File: config.mk
export PLATFORM = sky130hd
export DESIGN_NAME = usn_uart
export DESIGN_NICKNAME = d
export VERILOG_FILES = /design/src/common/usn_pkg.sv /design/src/usn_uart.sv /design/src/usn_sync.sv /design/src/usn_timer.sv
export SDC_FILE = /design/constraint.sdc
export NUM_CORES = 1
export LEC_CHECK = 0
export ABC_AREA = 0
export BUFFER_PORTS_ARGS = -buffer_cell sky130_fd_sc_hd__buf_4
export CAP_MARGIN = 0
export CORE_MARGIN = 2
export CORE_UTILIZATION = 58
export CTS_CLUSTER_DIAMETER = 50
export DETAILED_ROUTE_END_ITERATION = 8
export PLACE_DENSITY_LB_ADDON = 0.12
export REMOVE_ABC_BUFFERS = 1
export SYNTH_ARGS = -nofsm -noshare
export SYNTH_HDL_FRONTEND = slang
export SYNTH_SLANG_ARGS = --single-unit
export TNS_END_PERCENT = 5
File: constraint.sdc
create_clock -name clk_i -period 2.7 [get_ports clk_i]
set_input_delay 0.54 -clock clk_i [delete_from_list [all_inputs] [get_ports clk_i]]
set_output_delay 0.54 -clock clk_i [all_outputs]
set_load 0.1 [all_outputs]
File: src/common/usn_pkg.sv
// Purpose: Shared constants and types of the nine-bit serial port
// Assumes: Wishbone classic bus, 32-bit data, byte addresses
// Notes:   Every offset, field position and count lives here
package usn_pkg;

   // Register byte offsets
   localparam logic [7:0] ADR_CTRL   = 8'h00;
   localparam logic [7:0] ADR_BUF    = 8'h04;
   localparam logic [7:0] ADR_PWR    = 8'h08;
   localparam logic [7:0] ADR_T2CTL  = 8'h0C;
   localparam logic [7:0] ADR_T1RLD  = 8'h10;
   localparam logic [7:0] ADR_T2RLD  = 8'h14;

   // Field positions
   localparam int CTRL_VAR  = 7;   // Variable-rate mode select
   localparam int CTRL_MPF  = 5;   // Multiprocessor filter
   localparam int CTRL_TX9  = 3;   // Transmit ninth bit
   localparam int CTRL_RX9  = 2;   // Received ninth bit
   localparam int CTRL_TXD  = 1;   // Transmit done flag
   localparam int CTRL_RXD  = 0;   // Receive done flag
   localparam int PWR_DBL   = 7;   // Baud doubling
   localparam int T2_RCLK   = 5;   // Receive clock from timer two
   localparam int T2_TX_CLOCK_FROM_TIMER_TWO   = 4;   // Transmit clock from timer two

   // Reset values
   localparam logic [7:0]  RST_T1RLD = 8'h00;
   localparam logic [15:0] RST_T2RLD = 16'h0000;
   localparam logic [8:0]  SHIFT_ONES = 9'h1FF;

   // Timing counts, in system clocks, 16x ticks or bit rollovers
   localparam logic [2:0] FIX_DIV_SLOW = 3'h4;  // 64 / 16
   localparam logic [2:0] FIX_DIV_FAST = 3'h2;  // 32 / 16
   localparam int         T1_PRE       = 12;
   localparam int         T2_PRE       = 2;
   localparam logic [3:0] BIT_LAST     = 4'hF;
   localparam logic [3:0] SAMP_A       = 4'h7;
   localparam logic [3:0] SAMP_B       = 4'h8;
   localparam logic [3:0] SAMP_C       = 4'h9;
   localparam logic [3:0] TX_DONE_ROLL = 4'hB;

   typedef struct packed {
      logic        cyc;
      logic        stb;
      logic        we;
      logic [3:0]  sel;
      logic [7:0]  adr;
      logic [31:0] dat;
   } usn_wb_req_s;

   typedef enum logic [1:0] {TX_IDLE, TX_START, TX_DATA} usn_tx_e;
   typedef enum logic [1:0] {RX_HUNT, RX_BITS, RX_STOP} usn_rx_e;

endpackage : usn_pkg

File: src/usn_uart.sv
// Purpose: Eleven-bit frame serial port with Wishbone register access
// Assumes: 250 MHz clk_i, synchronous active-high reset
// Notes:   Fixed or timer-based bit clock; multiprocessor address filter
// Notes on behaviour
// - Frame is low start, eight data LSB first, ninth bit, high stop.
// - Sent ninth bit equals the software transmit ninth-bit field.
// - Fixed mode bit rate is clock/64, or clock/32 with doubling set.
// - Variable mode uses timer one at clock/12 or timer two overflows.
// - Buffer write loads ninth bit into shift register and requests send.
// - Sending starts only at the next divide-by-16 rollover.
// - Start bit first, data output a bit later, first shift a bit later.
// - First shift inserts a one at the top, later shifts insert zeroes.
// - Final shift ends sending and sets transmit done at rollover eleven.
// - Receive pin sampled at 16x; falling edge clears counter, loads ones.
// - Each bit is the majority of samples at counter states 7, 8, 9.
// - A start bit not read as zero returns the receiver to hunting.
// - Start bit at the far stage triggers a last shift and the load.
// - Frame kept only if receive done clear and filter off or ninth set.
// - Kept frame loads ninth bit, data byte, and sets receive done.
// - One bit time after the final shift the receiver hunts again.
// - The received stop bit value changes nothing.
// - Reset clears the baud doubling bit.
// - In variable mode, timer two clocks transmit or receive when its select bit is set.
//
// Design decisions made here: the placing of the registers and the Wishbone interface to the registers.
module usn_uart
   import usn_pkg::*;
(
   input  wire logic         clk_i,
   input  wire logic         rst_i,
   input  wire usn_wb_req_s  wb_i,
   output logic              wb_ack_o,
   output logic [31:0]       wb_dat_o,
   input  wire logic         rxd_i,
   output logic              txd_o
);
   // Registers
   logic        var_mode, multiproc_filter, tx_ninth_bit, rx_ninth_bit;
   logic        tx_done_flag, rx_done_flag, baud_double;
   logic        tx_clock_from_timer_two, rx_clock_from_timer_two;
   logic [7:0]  t1_rld, serial_buffer;
   logic [15:0] t2_rld;
   logic [31:0] rd_word;

   // Transmit and receive state
   usn_tx_e     tx_state;
   usn_rx_e     rx_state;
   logic [8:0]  tx_sh, rx_sh;
   logic [3:0]  tx_cnt, rx_cnt, tx_rolls;
   logic        tx_req, tx_first, rx_last, smp_a, smp_b;
   logic [2:0]  fdiv;
   logic        hlf_tx, hlf_rx, t1_ovf, t2_ovf, rx_s;

   function automatic logic pick(input logic vm, t2s, o1, o2, fx);
      return vm ? (t2s ? o2 : o1) : fx;
   endfunction : pick

   function automatic logic maj(input logic a, b, c);
      return (a & b) | (a & c) | (b & c);
   endfunction : maj

   // Bus decode; writes land at the edge where ack is high
   wire hit     = wb_i.cyc & wb_i.stb & ~wb_ack_o;
   wire wr      = wb_i.cyc & wb_i.stb & wb_ack_o & wb_i.we;
   wire wr_lo   = wr & wb_i.sel[0];
   wire wr_ctrl = wr_lo && (wb_i.adr == ADR_CTRL);
   wire wr_buf  = wr_lo && (wb_i.adr == ADR_BUF);
   wire wr_pwr  = wr_lo && (wb_i.adr == ADR_PWR);
   wire wr_t2c  = wr_lo && (wb_i.adr == ADR_T2CTL);
   wire wr_t1r  = wr_lo && (wb_i.adr == ADR_T1RLD);
   wire wr_t2r  = wr && (wb_i.adr == ADR_T2RLD);

   // Bit clock sources
   wire [2:0] fdiv_top = baud_double ? FIX_DIV_FAST : FIX_DIV_SLOW;
   wire fix_tick = (fdiv == fdiv_top - 3'h1);
   wire src_tx   = pick(var_mode, tx_clock_from_timer_two, t1_ovf, t2_ovf, fix_tick);
   wire src_rx   = pick(var_mode, rx_clock_from_timer_two, t1_ovf, t2_ovf, fix_tick);
   wire tick_tx  = src_tx & (~var_mode | baud_double | hlf_tx);
   wire tick_rx  = src_rx & (~var_mode | baud_double | hlf_rx);

   // Transmit decode
   wire tx_roll = tick_tx && (tx_cnt == BIT_LAST);
   wire tx_fin  = tx_roll && (tx_state == TX_DATA) && !tx_first
                  && (tx_sh[8:1] == 8'h01);

   // Receive decode
   wire fall     = tick_rx & rx_last & ~rx_s;
   wire bit_tm   = tick_rx && (rx_cnt == SAMP_C);
   wire rbit     = maj(smp_a, smp_b, rx_s);
   wire rx_first = (rx_sh == SHIFT_ONES);
   wire bit_ok   = bit_tm && (rx_state == RX_BITS);
   wire rx_fin   = bit_ok && !rx_sh[0];
   wire accept   = rx_fin && !rx_done_flag && (!multiproc_filter || rbit);

   // Timers for the variable-rate mode
   usn_timer #(.W(8), .PRE(T1_PRE)) u_t1 (
      .clk_i (clk_i),
      .rst_i (rst_i),
      .rld_i (t1_rld),
      .ovf_o (t1_ovf)
   );

   usn_timer #(.W(16), .PRE(T2_PRE)) u_t2 (
      .clk_i (clk_i),
      .rst_i (rst_i),
      .rld_i (t2_rld),
      .ovf_o (t2_ovf)
   );

   usn_sync u_rxs (
      .clk_i (clk_i),
      .rst_i (rst_i),
      .pin_i (rxd_i),
      .lvl_o (rx_s)
   );

   // Read data mux
   always_comb begin
      rd_word = 32'h0;
      case (wb_i.adr)
         ADR_CTRL: begin
            rd_word[CTRL_VAR] = var_mode;
            rd_word[CTRL_MPF] = multiproc_filter;
            rd_word[CTRL_TX9] = tx_ninth_bit;
            rd_word[CTRL_RX9] = rx_ninth_bit;
            rd_word[CTRL_TXD] = tx_done_flag;
            rd_word[CTRL_RXD] = rx_done_flag;
         end
         ADR_BUF:   rd_word[7:0] = serial_buffer;
         ADR_PWR:   rd_word[PWR_DBL] = baud_double;
         ADR_T2CTL: begin
            rd_word[T2_RCLK] = rx_clock_from_timer_two;
            rd_word[T2_TX_CLOCK_FROM_TIMER_TWO] = tx_clock_from_timer_two;
         end
         ADR_T1RLD: rd_word[7:0] = t1_rld;
         ADR_T2RLD: rd_word[15:0] = t2_rld;
         default:   rd_word = 32'h0;
      endcase
   end

   // Bus answer: ack one cycle after the request, unmapped reads zero
   always_ff @(posedge clk_i) begin
      if (rst_i) begin
         wb_ack_o <= 1'b0;
         wb_dat_o <= 32'h0;
      end else begin
         wb_ack_o <= hit;
         if (hit) begin
            wb_dat_o <= rd_word;
         end
      end
   end

   // Software control bits
   always_ff @(posedge clk_i) begin
      if (rst_i) begin
         var_mode                <= 1'b0;
         multiproc_filter        <= 1'b0;
         tx_ninth_bit            <= 1'b0;
         baud_double             <= 1'b0;
         tx_clock_from_timer_two <= 1'b0;
         rx_clock_from_timer_two <= 1'b0;
         t1_rld                  <= RST_T1RLD;
         t2_rld                  <= RST_T2RLD;
      end else begin
         if (wr_ctrl) begin
            var_mode         <= wb_i.dat[CTRL_VAR];
            multiproc_filter <= wb_i.dat[CTRL_MPF];
            tx_ninth_bit     <= wb_i.dat[CTRL_TX9];
         end
         if (wr_pwr) begin
            baud_double <= wb_i.dat[PWR_DBL];
         end
         if (wr_t2c) begin
            tx_clock_from_timer_two <= wb_i.dat[T2_TX_CLOCK_FROM_TIMER_TWO];
            rx_clock_from_timer_two <= wb_i.dat[T2_RCLK];
         end
         if (wr_t1r) begin
            t1_rld <= wb_i.dat[7:0];
         end
         if (wr_t2r && wb_i.sel[0]) begin
            t2_rld[7:0] <= wb_i.dat[7:0];
         end
         if (wr_t2r && wb_i.sel[1]) begin
            t2_rld[15:8] <= wb_i.dat[15:8];
         end
      end
   end

   // Done flags: a hardware set wins over a software clear
   always_ff @(posedge clk_i) begin
      if (rst_i) begin
         tx_done_flag <= 1'b0;
         rx_done_flag <= 1'b0;
      end else begin
         tx_done_flag <= tx_fin | (tx_done_flag & ~(wr_ctrl & ~wb_i.dat[CTRL_TXD]));
         rx_done_flag <= accept | (rx_done_flag & ~(wr_ctrl & ~wb_i.dat[CTRL_RXD]));
      end
   end

   // Fixed divider and halving stages for timer overflows
   always_ff @(posedge clk_i) begin
      if (rst_i) begin
         fdiv   <= 3'h0;
         hlf_tx <= 1'b0;
         hlf_rx <= 1'b0;
      end else begin
         fdiv   <= fix_tick ? 3'h0 : fdiv + 3'h1;
         hlf_tx <= hlf_tx ^ (src_tx & var_mode);
         hlf_rx <= hlf_rx ^ (src_rx & var_mode);
      end
   end

   // Transmit sequencer
   always_ff @(posedge clk_i) begin
      if (rst_i) begin
         tx_state <= TX_IDLE;
         tx_sh    <= 9'h0;
         tx_cnt   <= 4'h0;
         tx_req   <= 1'b0;
         tx_first <= 1'b0;
      end else begin
         if (tick_tx) begin
            tx_cnt <= tx_cnt + 4'h1;
         end
         case (tx_state)
            TX_IDLE: begin
               if (tx_roll && tx_req) begin
                  tx_state <= TX_START;
                  tx_req   <= 1'b0;
               end
            end
            TX_START: begin
               if (tx_roll) begin
                  tx_state <= TX_DATA;
                  tx_first <= 1'b1;
               end
            end
            TX_DATA: begin
               if (tx_roll) begin
                  tx_sh    <= {tx_first, tx_sh[8:1]};
                  tx_first <= 1'b0;
                  if (tx_fin) begin
                     tx_state <= TX_IDLE;
                  end
               end
            end
            default: tx_state <= TX_IDLE;
         endcase
         if (wr_buf) begin
            tx_sh  <= {tx_ninth_bit, wb_i.dat[7:0]};
            tx_req <= 1'b1;
         end
      end
   end

   // Line driver: low start, data from shift output, idle high
   always_ff @(posedge clk_i) begin
      if (rst_i) begin
         txd_o <= 1'b1;
      end else begin
         txd_o <= (tx_state == TX_START) ? 1'b0 :
                  (tx_state == TX_DATA) ? tx_sh[0] : 1'b1;
      end
   end

   // Receive sequencer
   always_ff @(posedge clk_i) begin
      if (rst_i) begin
         rx_state      <= RX_HUNT;
         rx_sh         <= SHIFT_ONES;
         rx_cnt        <= 4'h0;
         rx_last       <= 1'b1;
         smp_a         <= 1'b1;
         smp_b         <= 1'b1;
         serial_buffer <= 8'h0;
         rx_ninth_bit  <= 1'b0;
      end else begin
         if (tick_rx) begin
            rx_last <= rx_s;
            rx_cnt  <= rx_cnt + 4'h1;
            if (rx_cnt == SAMP_A) begin
               smp_a <= rx_s;
            end
            if (rx_cnt == SAMP_B) begin
               smp_b <= rx_s;
            end
         end
         case (rx_state)
            RX_HUNT: begin
               if (fall) begin
                  rx_state <= RX_BITS;
                  rx_cnt   <= 4'h0;
                  rx_sh    <= SHIFT_ONES;
               end
            end
            RX_BITS: begin
               if (bit_ok && rx_first && rbit) begin
                  rx_state <= RX_HUNT;
               end else if (bit_ok) begin
                  rx_sh <= {rbit, rx_sh[8:1]};
                  if (rx_fin) begin
                     rx_state <= RX_STOP;
                  end
               end
            end
            RX_STOP: begin
               if (bit_tm) begin
                  rx_state <= RX_HUNT;
               end
            end
            default: rx_state <= RX_HUNT;
         endcase
         if (accept) begin
            serial_buffer <= rx_sh[8:1];
            rx_ninth_bit  <= rbit;
         end
      end
   end

   // Rollovers since the last buffer write, for checking only
   always_ff @(posedge clk_i) begin
      if (rst_i || wr_buf) begin
         tx_rolls <= 4'h0;
      end else if (tx_roll) begin
         tx_rolls <= tx_rolls + 4'h1;
      end
   end
endmodule : usn_uart

File: src/usn_sync.sv
// Purpose: Three-stage input synchroniser with agreement filter
// Assumes: Pin idles high
// Notes:   Level changes once stages two and three agree
module usn_sync
   import usn_pkg::*;
(
   input  wire logic clk_i,
   input  wire logic rst_i,
   input  wire logic pin_i,
   output logic      lvl_o
);
   logic [2:0] stg;

   // Shift chain; stage one feeds only stage two
   always_ff @(posedge clk_i) begin
      if (rst_i) begin
         stg   <= 3'h7;
         lvl_o <= 1'b1;
      end else begin
         stg <= {stg[1:0], pin_i};
         if (stg[1] == stg[2]) begin
            lvl_o <= stg[2];
         end
      end
   end
endmodule : usn_sync

File: src/usn_timer.sv
// Purpose: Prescaled up-counter with auto-reload and overflow pulse
// Assumes: Reload value is software owned
// Notes:   Overflow pulse lasts one clock
module usn_timer
   import usn_pkg::*;
#(
   parameter int W   = 8,
   parameter int PRE = 12
)(
   input  wire logic         clk_i,
   input  wire logic         rst_i,
   input  wire logic [W-1:0] rld_i,
   output logic              ovf_o
);
   logic [3:0]   pre;
   logic [W-1:0] cnt;
   logic [W-1:0] rld_seen;
   wire          step    = (pre == 4'(PRE - 1));
   wire          rld_new = (rld_i != rld_seen);

   // Prescaler, counter and reload; a new reload value restarts the count
   // at once, so software need not wait a whole wrap for the first overflow
   always_ff @(posedge clk_i) begin
      if (rst_i) begin
         pre      <= 4'h0;
         cnt      <= '0;
         rld_seen <= '0;
         ovf_o    <= 1'b0;
      end else begin
         rld_seen <= rld_i;
         pre      <= step ? 4'h0 : pre + 4'h1;
         ovf_o    <= step && (&cnt);
         if (rld_new) begin
            cnt <= rld_i;
         end else if (step) begin
            cnt <= (&cnt) ? rld_i : cnt + W'(1);
         end
      end
   end
endmodule : usn_timer

# --- Word level (Yosys, flattened, before mapping) ---
# Cells that the tools add are included.
word_totals:
  ramBits: 0
  mem_count: 0
  output_inout_bits: 34
  rom_bits: 0
  latch_bits: 0
  register_bits: 161
  inputBits: 50
classes:
  addsub: 8
  shift: 0
  n_eq_ne: 31
  n_mul: 0
  order_cmp: 0
  mux: 46
  n_bitwise: 34
  n_reduce_logical: 51
  div: 0
ops:
  columns: ["op", "n"]
  rows:
  - ["9-bit 2-to-1 mux", 6]
  - ["16-bit 2-to-1 mux", 3]
  - ["8-bit 2-to-1 mux", 4]
  - ["1-bit logical AND", 22]
  - ["1-bit bitwise AND", 18]
  - ["2-bit 2-to-1 mux", 9]
  - ["9-bit case mux with 2 select lines", 1]
  - ["16-bit by 1-bit adder with 16-bit output, second input constant", 1]
  - ["4-bit by 1-bit adder with 4-bit output, second input constant", 4]
  - ["4-bit == test, second input constant", 4]
  - ["8-bit by 4-bit == test with 1-bit output, second input constant", 2]
  - ["8-bit by 5-bit == test with 1-bit output, second input constant", 2]
  - ["16-bit inequality test", 1]
  - ["2-bit inequality test, second input constant", 8]
  - ["4-bit case mux with 4 select lines", 1]
  - ["16-bit AND reduction", 1]
  - ["2-bit nonzero test", 8]
  - ["4-bit 2-to-1 mux", 3]
  - ["2-bit case mux with 3 select lines", 2]
  - ["4-bit AND reduction", 3]
  - ["1-bit 2-to-1 mux", 11]
  - ["1-bit case mux with 5 select lines", 2]
  - ["9-bit == test, second input constant", 1]
  - ["8-bit by 1-bit adder with 8-bit output, second input constant", 1]
  - ["27 further kinds", 52]

# --- Longest topological paths before layout ---
# Gate-level depths: netlist (run 1).
depth:
  ltp_word: 12
  ltp_mapped: 8
  depth_no_buf: 7

# --- Cells and area by module ---
# A second synthesis (run 1) with hierarchy kept.
unflattened:
  hier_cells: 810
  area_unflattened_um2: 7604.8
modules_own_cells:
  columns: ["module", "instances", "area_each_um2", "cells_each"]
  rows:
  - ["usn_uart", 1, 4509.3, 481]
  - ["usn_timer (u_t2)", 1, 1878.1, 209]
  - ["usn_timer (u_t1)", 1, 1102.3, 110]
  - ["usn_sync", 1, 115.1, 10]

# --- Worst setup path before layout (run 1) ---
# No wires, ideal clock.
synth_path:
  path_type: "register to register"
  from: "reg wb_ack_o"
  to: "reg t2_rld[1]"
  setup_slack_ps: 203
  path_buffers: 2
  t_arrival_ps: 2370
  required_ps: 2572
  setup_ps: 128
  path_stages_with_launch: 8
  path_cell_list: "dfxtp_1 -> and4_1 -> and2_0 -> clkbuf_1 -> and2_1 -> clkbuf_1 -> mux2i_1 -> nor2_1"
synth_between:
  elab_chain_cells: 4
synth_lines:
  columns: ["element", "line", "rtl"]
  rows:
  - ["start: declaration", "usn_uart.sv:32", "output logic wb_ack_o,"]
  - ["start signal: assignment", "usn_uart.sv:147", "wb_ack_o <= hit;"]
  - ["1-bit bitwise AND (2 in a row)", "usn_uart.sv:64", "wire wr = wb_i.cyc & wb_i.stb & wb_ack_o & wb_i.we;"]
  - ["1-bit logical AND", "usn_uart.sv:71", "wire wr_t2r = wr && (wb_i.adr == ADR_T2RLD);"]
  - ["1-bit logical AND", "usn_uart.sv:181", "if (wr_t2r && wb_i.sel[0]) begin"]
  - ["end signal: assignment", "usn_uart.sv:182", "t2_rld[7:0] <= wb_i.dat[7:0];"]
  - ["end: declaration", "usn_uart.sv:42", "logic [15:0] t2_rld;"]
# No other way between the ends.
# A chain may end at the register's enable or synchronous reset.

# --- Worst setup path in the final report (run 1) ---
layout_path:
  from: "reg wb_ack_o"
  to: "reg tx_sh[3]"
layout_between:
  elab_chain_cells: 6
  elab_cells_between_ends: 8
  classes_between: "mux (1); bitwise (3); reduce/logical (4)"
layout_lines:
  columns: ["element", "line", "rtl"]
  rows:
  - ["1-bit bitwise AND * (2 in a row)", "usn_uart.sv:64", null]
  - ["1-bit bitwise AND *", "usn_uart.sv:65", "wire wr_lo = wr & wb_i.sel[0];"]
  - ["1-bit logical AND *", "usn_uart.sv:67", "wire wr_buf = wr_lo && (wb_i.adr == ADR_BUF);"]
  - ["2-bit nonzero test (no source line)", null, null]
  - ["2-bit AND reduction (no source line)", null, null]
  - ["end signal: assignment", "usn_uart.sv:241", "tx_sh <= {tx_first, tx_sh[8:1]};"]
  - ["end signal: assignment", "usn_uart.sv:251", "tx_sh <= {tx_ninth_bit, wb_i.dat[7:0]};"]
  - ["end: declaration", "usn_uart.sv:48", "logic [8:0] tx_sh, rx_sh;"]
# Every way passes the cells marked *; elsewhere a longest branch is shown, timed or not.

==> impl_metrics.csv, run 1 <==
group,metric,value,unit
critical_path,path_common_cell,"nand2_1",
clocking,htreeDepth,4,
final_layout,post-route-cell-area,8440,sq um
clocking,postCtsSetupBuffers,0,
timing,rsz0062_at_grt,"false",
global_routing,grt_usage,26.9,%
timing,post-route-period-util,81.7,%
logic_synthesis,syn_inst,810,
floorplanning,start_util,58.6,%
placed_design,gp_congestion,0.879,
power,irDropWorstVdd,461,uV
floorplanning,fp.dieW,116,um
timing,holdWs,0.292,ns
placed_design,placed_cell_area,7800,sq um
timing,tightest_slew,0.624,ns
global_routing,grt_max_degree,80,
logic_synthesis,yosys_warnings,0,
floorplanning,ios,84,
route,viasPerCell,5.98,
route,ant_nets,0,
critical_path,critPathRequiredTime,2.99,ns
hold_path,min_path_cells,2,
logic_synthesis,synth_area,7310,sq um
route,post_drt_wl_per_cell,17.0,um
logic_synthesis,synth_edf_count,0,
floorplanning,die_h,116,um
timing,setup_ws,0.494,ns
logic_synthesis,async_flop_share,0,%
timing,setup_viol,0,
timing,finalHoldViolCount,0,
logic_synthesis,synth_seq_cells,161,
global_routing,grt.met1_usage,34.5,%
logic_synthesis,ys.flop_type,"dfxtp_1",
final_layout,area_delta_synth_final,15.4,%
clocking,root_buffer,"clkbuf_16",
power,power.density,639,nW/um^2
global_routing,grt_pass1_vias,5698,
critical_path,reg2reg_depth,5,
floorplanning,design.core.area,12500,sq um
outcome,outcome,"completed",
critical_path,critPathArrivalTime,2.49,ns
run,drv_cap,0,
route,totalWireLength,17600,um
critical_path,critPathCapture,"tx_sh[3]$_SDFFE_PP0P_",
clocking,max-clock-path-buffers,2,
critical_path,crit_type,"flip-flop to flip-flop",
global_routing,antenna_found_initial,0,
global_routing,busiest_layer,"met2",
floorplanning,std_cell_rows,41,
clocking,clk_latency,0.43,ns
placed_design,place_ws,0.275,ns
hold_path,worstHoldPathType,"input port to flip-flop",
floorplanning,die-area,13500,sq um
clocking,cts_inserted_buffers,17,
logic_synthesis,synthDistinctLibCells,75,
global_routing,grt_first_pass_wirelength,28300,um
global_routing,grtUsageMet2,44.6,%
placed_design,io_buffers,49,
clocking,cts_num_sinks,161,
placed_design,place_hpwl,12500,um
final_layout,final_common_cell,"dfxtp_1",
timing,clock-skew-final,0.00622,ns
final_layout,fin_util,67.7,%
route,dr.pass1.iters,8,
critical_path,r2r-start,"wb_ack_o$_SDFF_PP0_",
critical_path,cp-startpoint,"wb_ack_o$_SDFF_PP0_",
global_routing,met3_usage,6.23,%
clocking,cts_resized,0,
critical_path,cp_slowest_cell,"and2_0",
global_routing,overflow,0,
final_layout,layout.nets,913,
route,drc_errors,0,
critical_path,cp-end-kind,"flip-flop",
timing,fin_setup_tns,0,ns
critical_path,r2r_slack,0.49,ns
critical_path,rr_endpoint,"tx_sh[3]$_SDFFE_PP0P_",
critical_path,cp-start-kind,"flip-flop",
logic_synthesis,yosysSeqAreaShare,44.1,%
final_layout,diodes,0,
timing,fin_crit,2.21,ns
timing,slew_violations,0,
critical_path,path_max_fanout,10,
clocking,cts_tree,"built",
clocking,clk_pin_slew_worst_paths,0.06,ns
timing,fmax,0.453,GHz
logic_synthesis,syn_area_per_cell,9.02,sq um
route,num_vias,6205,
route,drt_iter0_drc,592,
clocking,cts_hold_buffers,0,
critical_path,cp_cell_sequence,"and4_1 -> and2_0 -> nand2_1 -> nand2_1 -> a221oi_1",
power,power_leakage,0.00323,uW
final_layout,drive_gt1_share,12.9,%
final_layout,final_cell_mix,"dfxtp_1, nor2_1, buf_4",
timing,slew_headroom,58.1,%
critical_path,slowest_delay,0.51,ns
==> kinds of logic after synthesis <==
family                     after synthesis  share of synthesized area (%)
adders and majority gates               11                           1.85
AOI/OAI and AO/OA                      185                           16.9
xor gates and xnor gates                38                           4.55
DFF                                    161                           44.1
and+or+nand+nor                        298                           21.7
other                                    1                         0.0513
muxes                                   45                           6.25
buffers and inverters                   71                           4.59
==> where the power goes <==
part | internal (uW) | leakage (uW) | switching (uW)
logic | 96.2 | 0.00162 | 272
clock network | 1640 | 0.000312 | 948
registers | 2410 | 0.00130 | 29.5
total | 4140 | 0.00323 | 1250
==> worst min-delay path by stage <==
stage	startpoint	endpoint
after CTS	rxd_i	u_rxs.stg[0]$_SDFF_PP1_
after global placement	u_rxs.stg[0]$_SDFF_PP1_	u_rxs.stg[1]$_SDFF_PP1_
after global routing	rxd_i	u_rxs.stg[0]$_SDFF_PP1_
after floorplan	u_rxs.stg[0]$_SDFF_PP1_	u_rxs.stg[1]$_SDFF_PP1_
final	rxd_i	u_rxs.stg[0]$_SDFF_PP1_
after detailed placement	u_rxs.stg[0]$_SDFF_PP1_	u_rxs.stg[1]$_SDFF_PP1_
==> cell usage after synthesis (17+ instances only) <==
cell type  number  area [sq um]
nor2b_1        22           138
a21oi_1        40           200
nor2_1         83           312
buf_4          17           128
nand3_1        27           135
xor2_1         24           210
o21ai_1        32           160
clkbuf_1       32           120
nand2_1        54           203
dfxtp_1       161          3220
nor3_1         21           105
mux2i_1        40           400
==> worst max-delay path: cells and delay by family (launching register included) <==
kind / cells / cell delay (ns)
DFF: 1 / 0.35
AOI/OAI and AO/OA: 1 / 0.15
and+or+nand+nor: 4 / 1.55
==> through the flow <==
stage               instances  power, uW
detailed placement       1006       2850
finish                   1038       5390
global route             1038       5560
CTS                      1038       5420
floorplan                 770       2710
global placement         1006       2840
==> sequential cells by signal, indices dropped and copies added (netlist names), 4 cells and up <==
signal	cells
u_t2.pre	4
tx_cnt	4
u_t1.cnt	8
u_t2.cnt	16
wb_dat_o	16
t2_rld	16
u_t1.pre	4
tx_sh	9
serial_buffer	8
t1_rld	8
rx_cnt	4
u_t1.rld_seen	8
u_t2.rld_seen	16
rx_sh	9
==> layout make-up <==
type | count | area [sq um]
fill | 1032 | 4030
multi-input combinational | 593 | 3800
sequential | 161 | 3220
timing repair buffer | 64 | 493
clock buffer | 22 | 484
tap | 172 | 215
clock inverter | 10 | 155
inverter | 16 | 60.1
==> routing by layer <==
| metal | part of all wire, % | vias to the layer above |
|---|---|---|
| met4 | 2.2 | 0 |
| met5 | 0 | - |
| met1 | 44 | 3009 |
| met3 | 4.2 | 27 |
| met2 | 50 | 179 |
| li1 | - | 2990 |
No activity file was read; power rests on OpenSTA's default activity.
==> inputs of run 2 (changes only) <==
CORE_UTILIZATION = 53   (was 58)
clock period = 1.95 ns   (was 2.7 ns; I/O delays follow)
==> run 2 against run 1 <==
The flow now finishes with violations (negative setup slack); wire length increased by 2.7%; flip-flop and latch count unchanged; register-to-register slack got worse by 0.54 ns; clock-buffer cell count down 4; largest cell class unchanged; sequential share of layout area is 2.0 points lower; global-route usage fell by 1.3 points; largest power group unchanged; combinational power is 43% higher; worst hold slack got worse by 0.15 ns; critical path type unchanged.
==> impl_metrics.csv, run 2 (synthesized netlist as in run 1, its figures left out) <==
group,metric,value,unit
outcome,violations,"negative setup slack",
floorplanning,ios,84,
global_routing,antenna_found_initial,0,
power,power_leakage,0.00353,uW
global_routing,grt_pass1_vias,6014,
final_layout,final_cell_mix,"dfxtp_1, buf_4, nor2_1",
final_layout,drive_gt1_share,19.1,%
timing,slew_violations,0,
final_layout,layout.nets,973,
timing,fmax,0.501,GHz
route,drt_iter0_drc,516,
timing,setup_viol,4,
final_layout,instances_no_fill,1099,
route,num_vias,6309,
placed_design,gp_congestion,0.883,
timing,post-route-period-util,102,%
placed_design,place_ws,-0.0912,ns
critical_path,path_max_fanout,8,
critical_path,r2r_slack,-0.05,ns
clocking,root_buffer,"clkbuf_16",
run,drv_cap,0,
hold_path,worstHoldPathType,"input port to flip-flop",
power,irDropWorstVdd,655,uV
route,viasPerCell,5.74,
clocking,cts_inserted_buffers,17,
floorplanning,die_h,121,um
timing,setup_ws,-0.0454,ns
clocking,clk_latency,0.43,ns
clocking,cts_tree,"built",
clocking,max-clock-path-buffers,2,
timing,fin_crit,2.00,ns
route,dr.pass1.iters,5,
critical_path,rr_endpoint,"u_t2.cnt[15]$_SDFFE_PP0P_",
placed_design,place_hpwl,13300,um
route,post_drt_wl_per_cell,16.5,um
clocking,clk_pin_slew_worst_paths,0.06,ns
clocking,cts_num_sinks,161,
floorplanning,die-area,14700,sq um
critical_path,critPathCapture,"u_t2.cnt[15]$_SDFFE_PP0P_",
critical_path,crit_type,"flip-flop to flip-flop",
clocking,cts_hold_buffers,0,
route,drc_errors,0,
critical_path,critPathArrivalTime,2.34,ns
clocking,htreeDepth,4,
timing,clock-skew-final,0.00918,ns
placed_design,io_buffers,49,
global_routing,grt_max_degree,68,
outcome,outcome,"finished, violations left",
route,ant_nets,0,
timing,tightest_slew,0.558,ns
timing,slew_headroom,62.6,%
hold_path,hp-start,"rxd_i",
floorplanning,design.core.area,13300,sq um
floorplanning,fp.dieW,121,um
critical_path,critPathRequiredTime,2.30,ns
route,totalWireLength,18100,um
global_routing,grt_usage,25.6,%
timing,holdWs,0.146,ns
floorplanning,start_util,54.7,%
critical_path,cp-start-kind,"flip-flop",
critical_path,r2r-start,"t2_rld[5]$_SDFFE_PP0P_",
critical_path,cp-end-kind,"flip-flop",
power,power.density,819,nW/um^2
critical_path,cp-startpoint,"t2_rld[5]$_SDFFE_PP0P_",
floorplanning,std_cell_rows,42,
global_routing,grt_first_pass_wirelength,29700,um
final_layout,diodes,0,
final_layout,final_common_cell,"dfxtp_1",
timing,rsz0062_at_grt,"true",
final_layout,area_delta_synth_final,22.0,%
timing,fin_setup_tns,-0.137,ns
critical_path,reg2reg_depth,6,
global_routing,overflow,0,
timing,finalHoldViolCount,0,
placed_design,place_inst,1070,
run 2: stage by stage:
step / area, sq um / total power, uW / utilization [%]
3_3_place_gp: 8290 / 3960 / 62.1
3_5_place_dp: 8290 / 3970 / 62.1
6_report: 8910 / 7300 / 66.8
5_1_grt: 8910 / 7540 / 66.8
2_1_floorplan: 7090 / 3760 / -
4_1_cts: 8880 / 7350 / 66.6
run 2: worst min path at each step:
stage,cells after the start,endpoint,slack (ns)
after detailed placement,1,u_rxs.stg[1]$_SDFF_PP1_,0.40
after floorplan,1,u_rxs.stg[1]$_SDFF_PP1_,0.38
after global placement,1,u_rxs.stg[1]$_SDFF_PP1_,0.39
after global routing,2,u_rxs.stg[0]$_SDFF_PP1_,0.15
final,2,u_rxs.stg[0]$_SDFF_PP1_,0.15
after CTS,2,u_rxs.stg[0]$_SDFF_PP1_,0.13
run 2: per-layer routing:
metal	part of all wire, %	global-route usage [%]
met3	4.6	4.70
met5	0	0
met4	1.6	8.69
met1	45	32.9
met2	49	43.4
run 2: repair_timing:
action | CTS | global route
endpoints found under the setup margin | 2 | 34
gates cloned | 0 | 0
resized for setup | 0 | 9
setup buffers | 0 | 0
pin swaps | 1 | 3
run 2: area by class of cell:
cell class	count	area, sq um
fillers	1111	4430
multi-input cells	593	3830
flip-flops and latches	161	3220
repair buffers	124	985
clock buffers	18	429
well taps	176	220
clock inverters	11	166
inverters	16	60.1
run 2: power by group:
part / switching (uW) / internal (uW)
registers: 42.9 / 3330
logic: 378 / 149
clock network: 1290 / 2110
total: 1710 / 5590
run 2: worst max-delay path: stages, from the launching register on:
cell	delay [ns]
dfxtp_1	0.33
xor2_1	0.17
nor4_2	0.43
nand4_1	0.16
buf_6	0.18
or4_1	0.49
a31oi_1	0.17
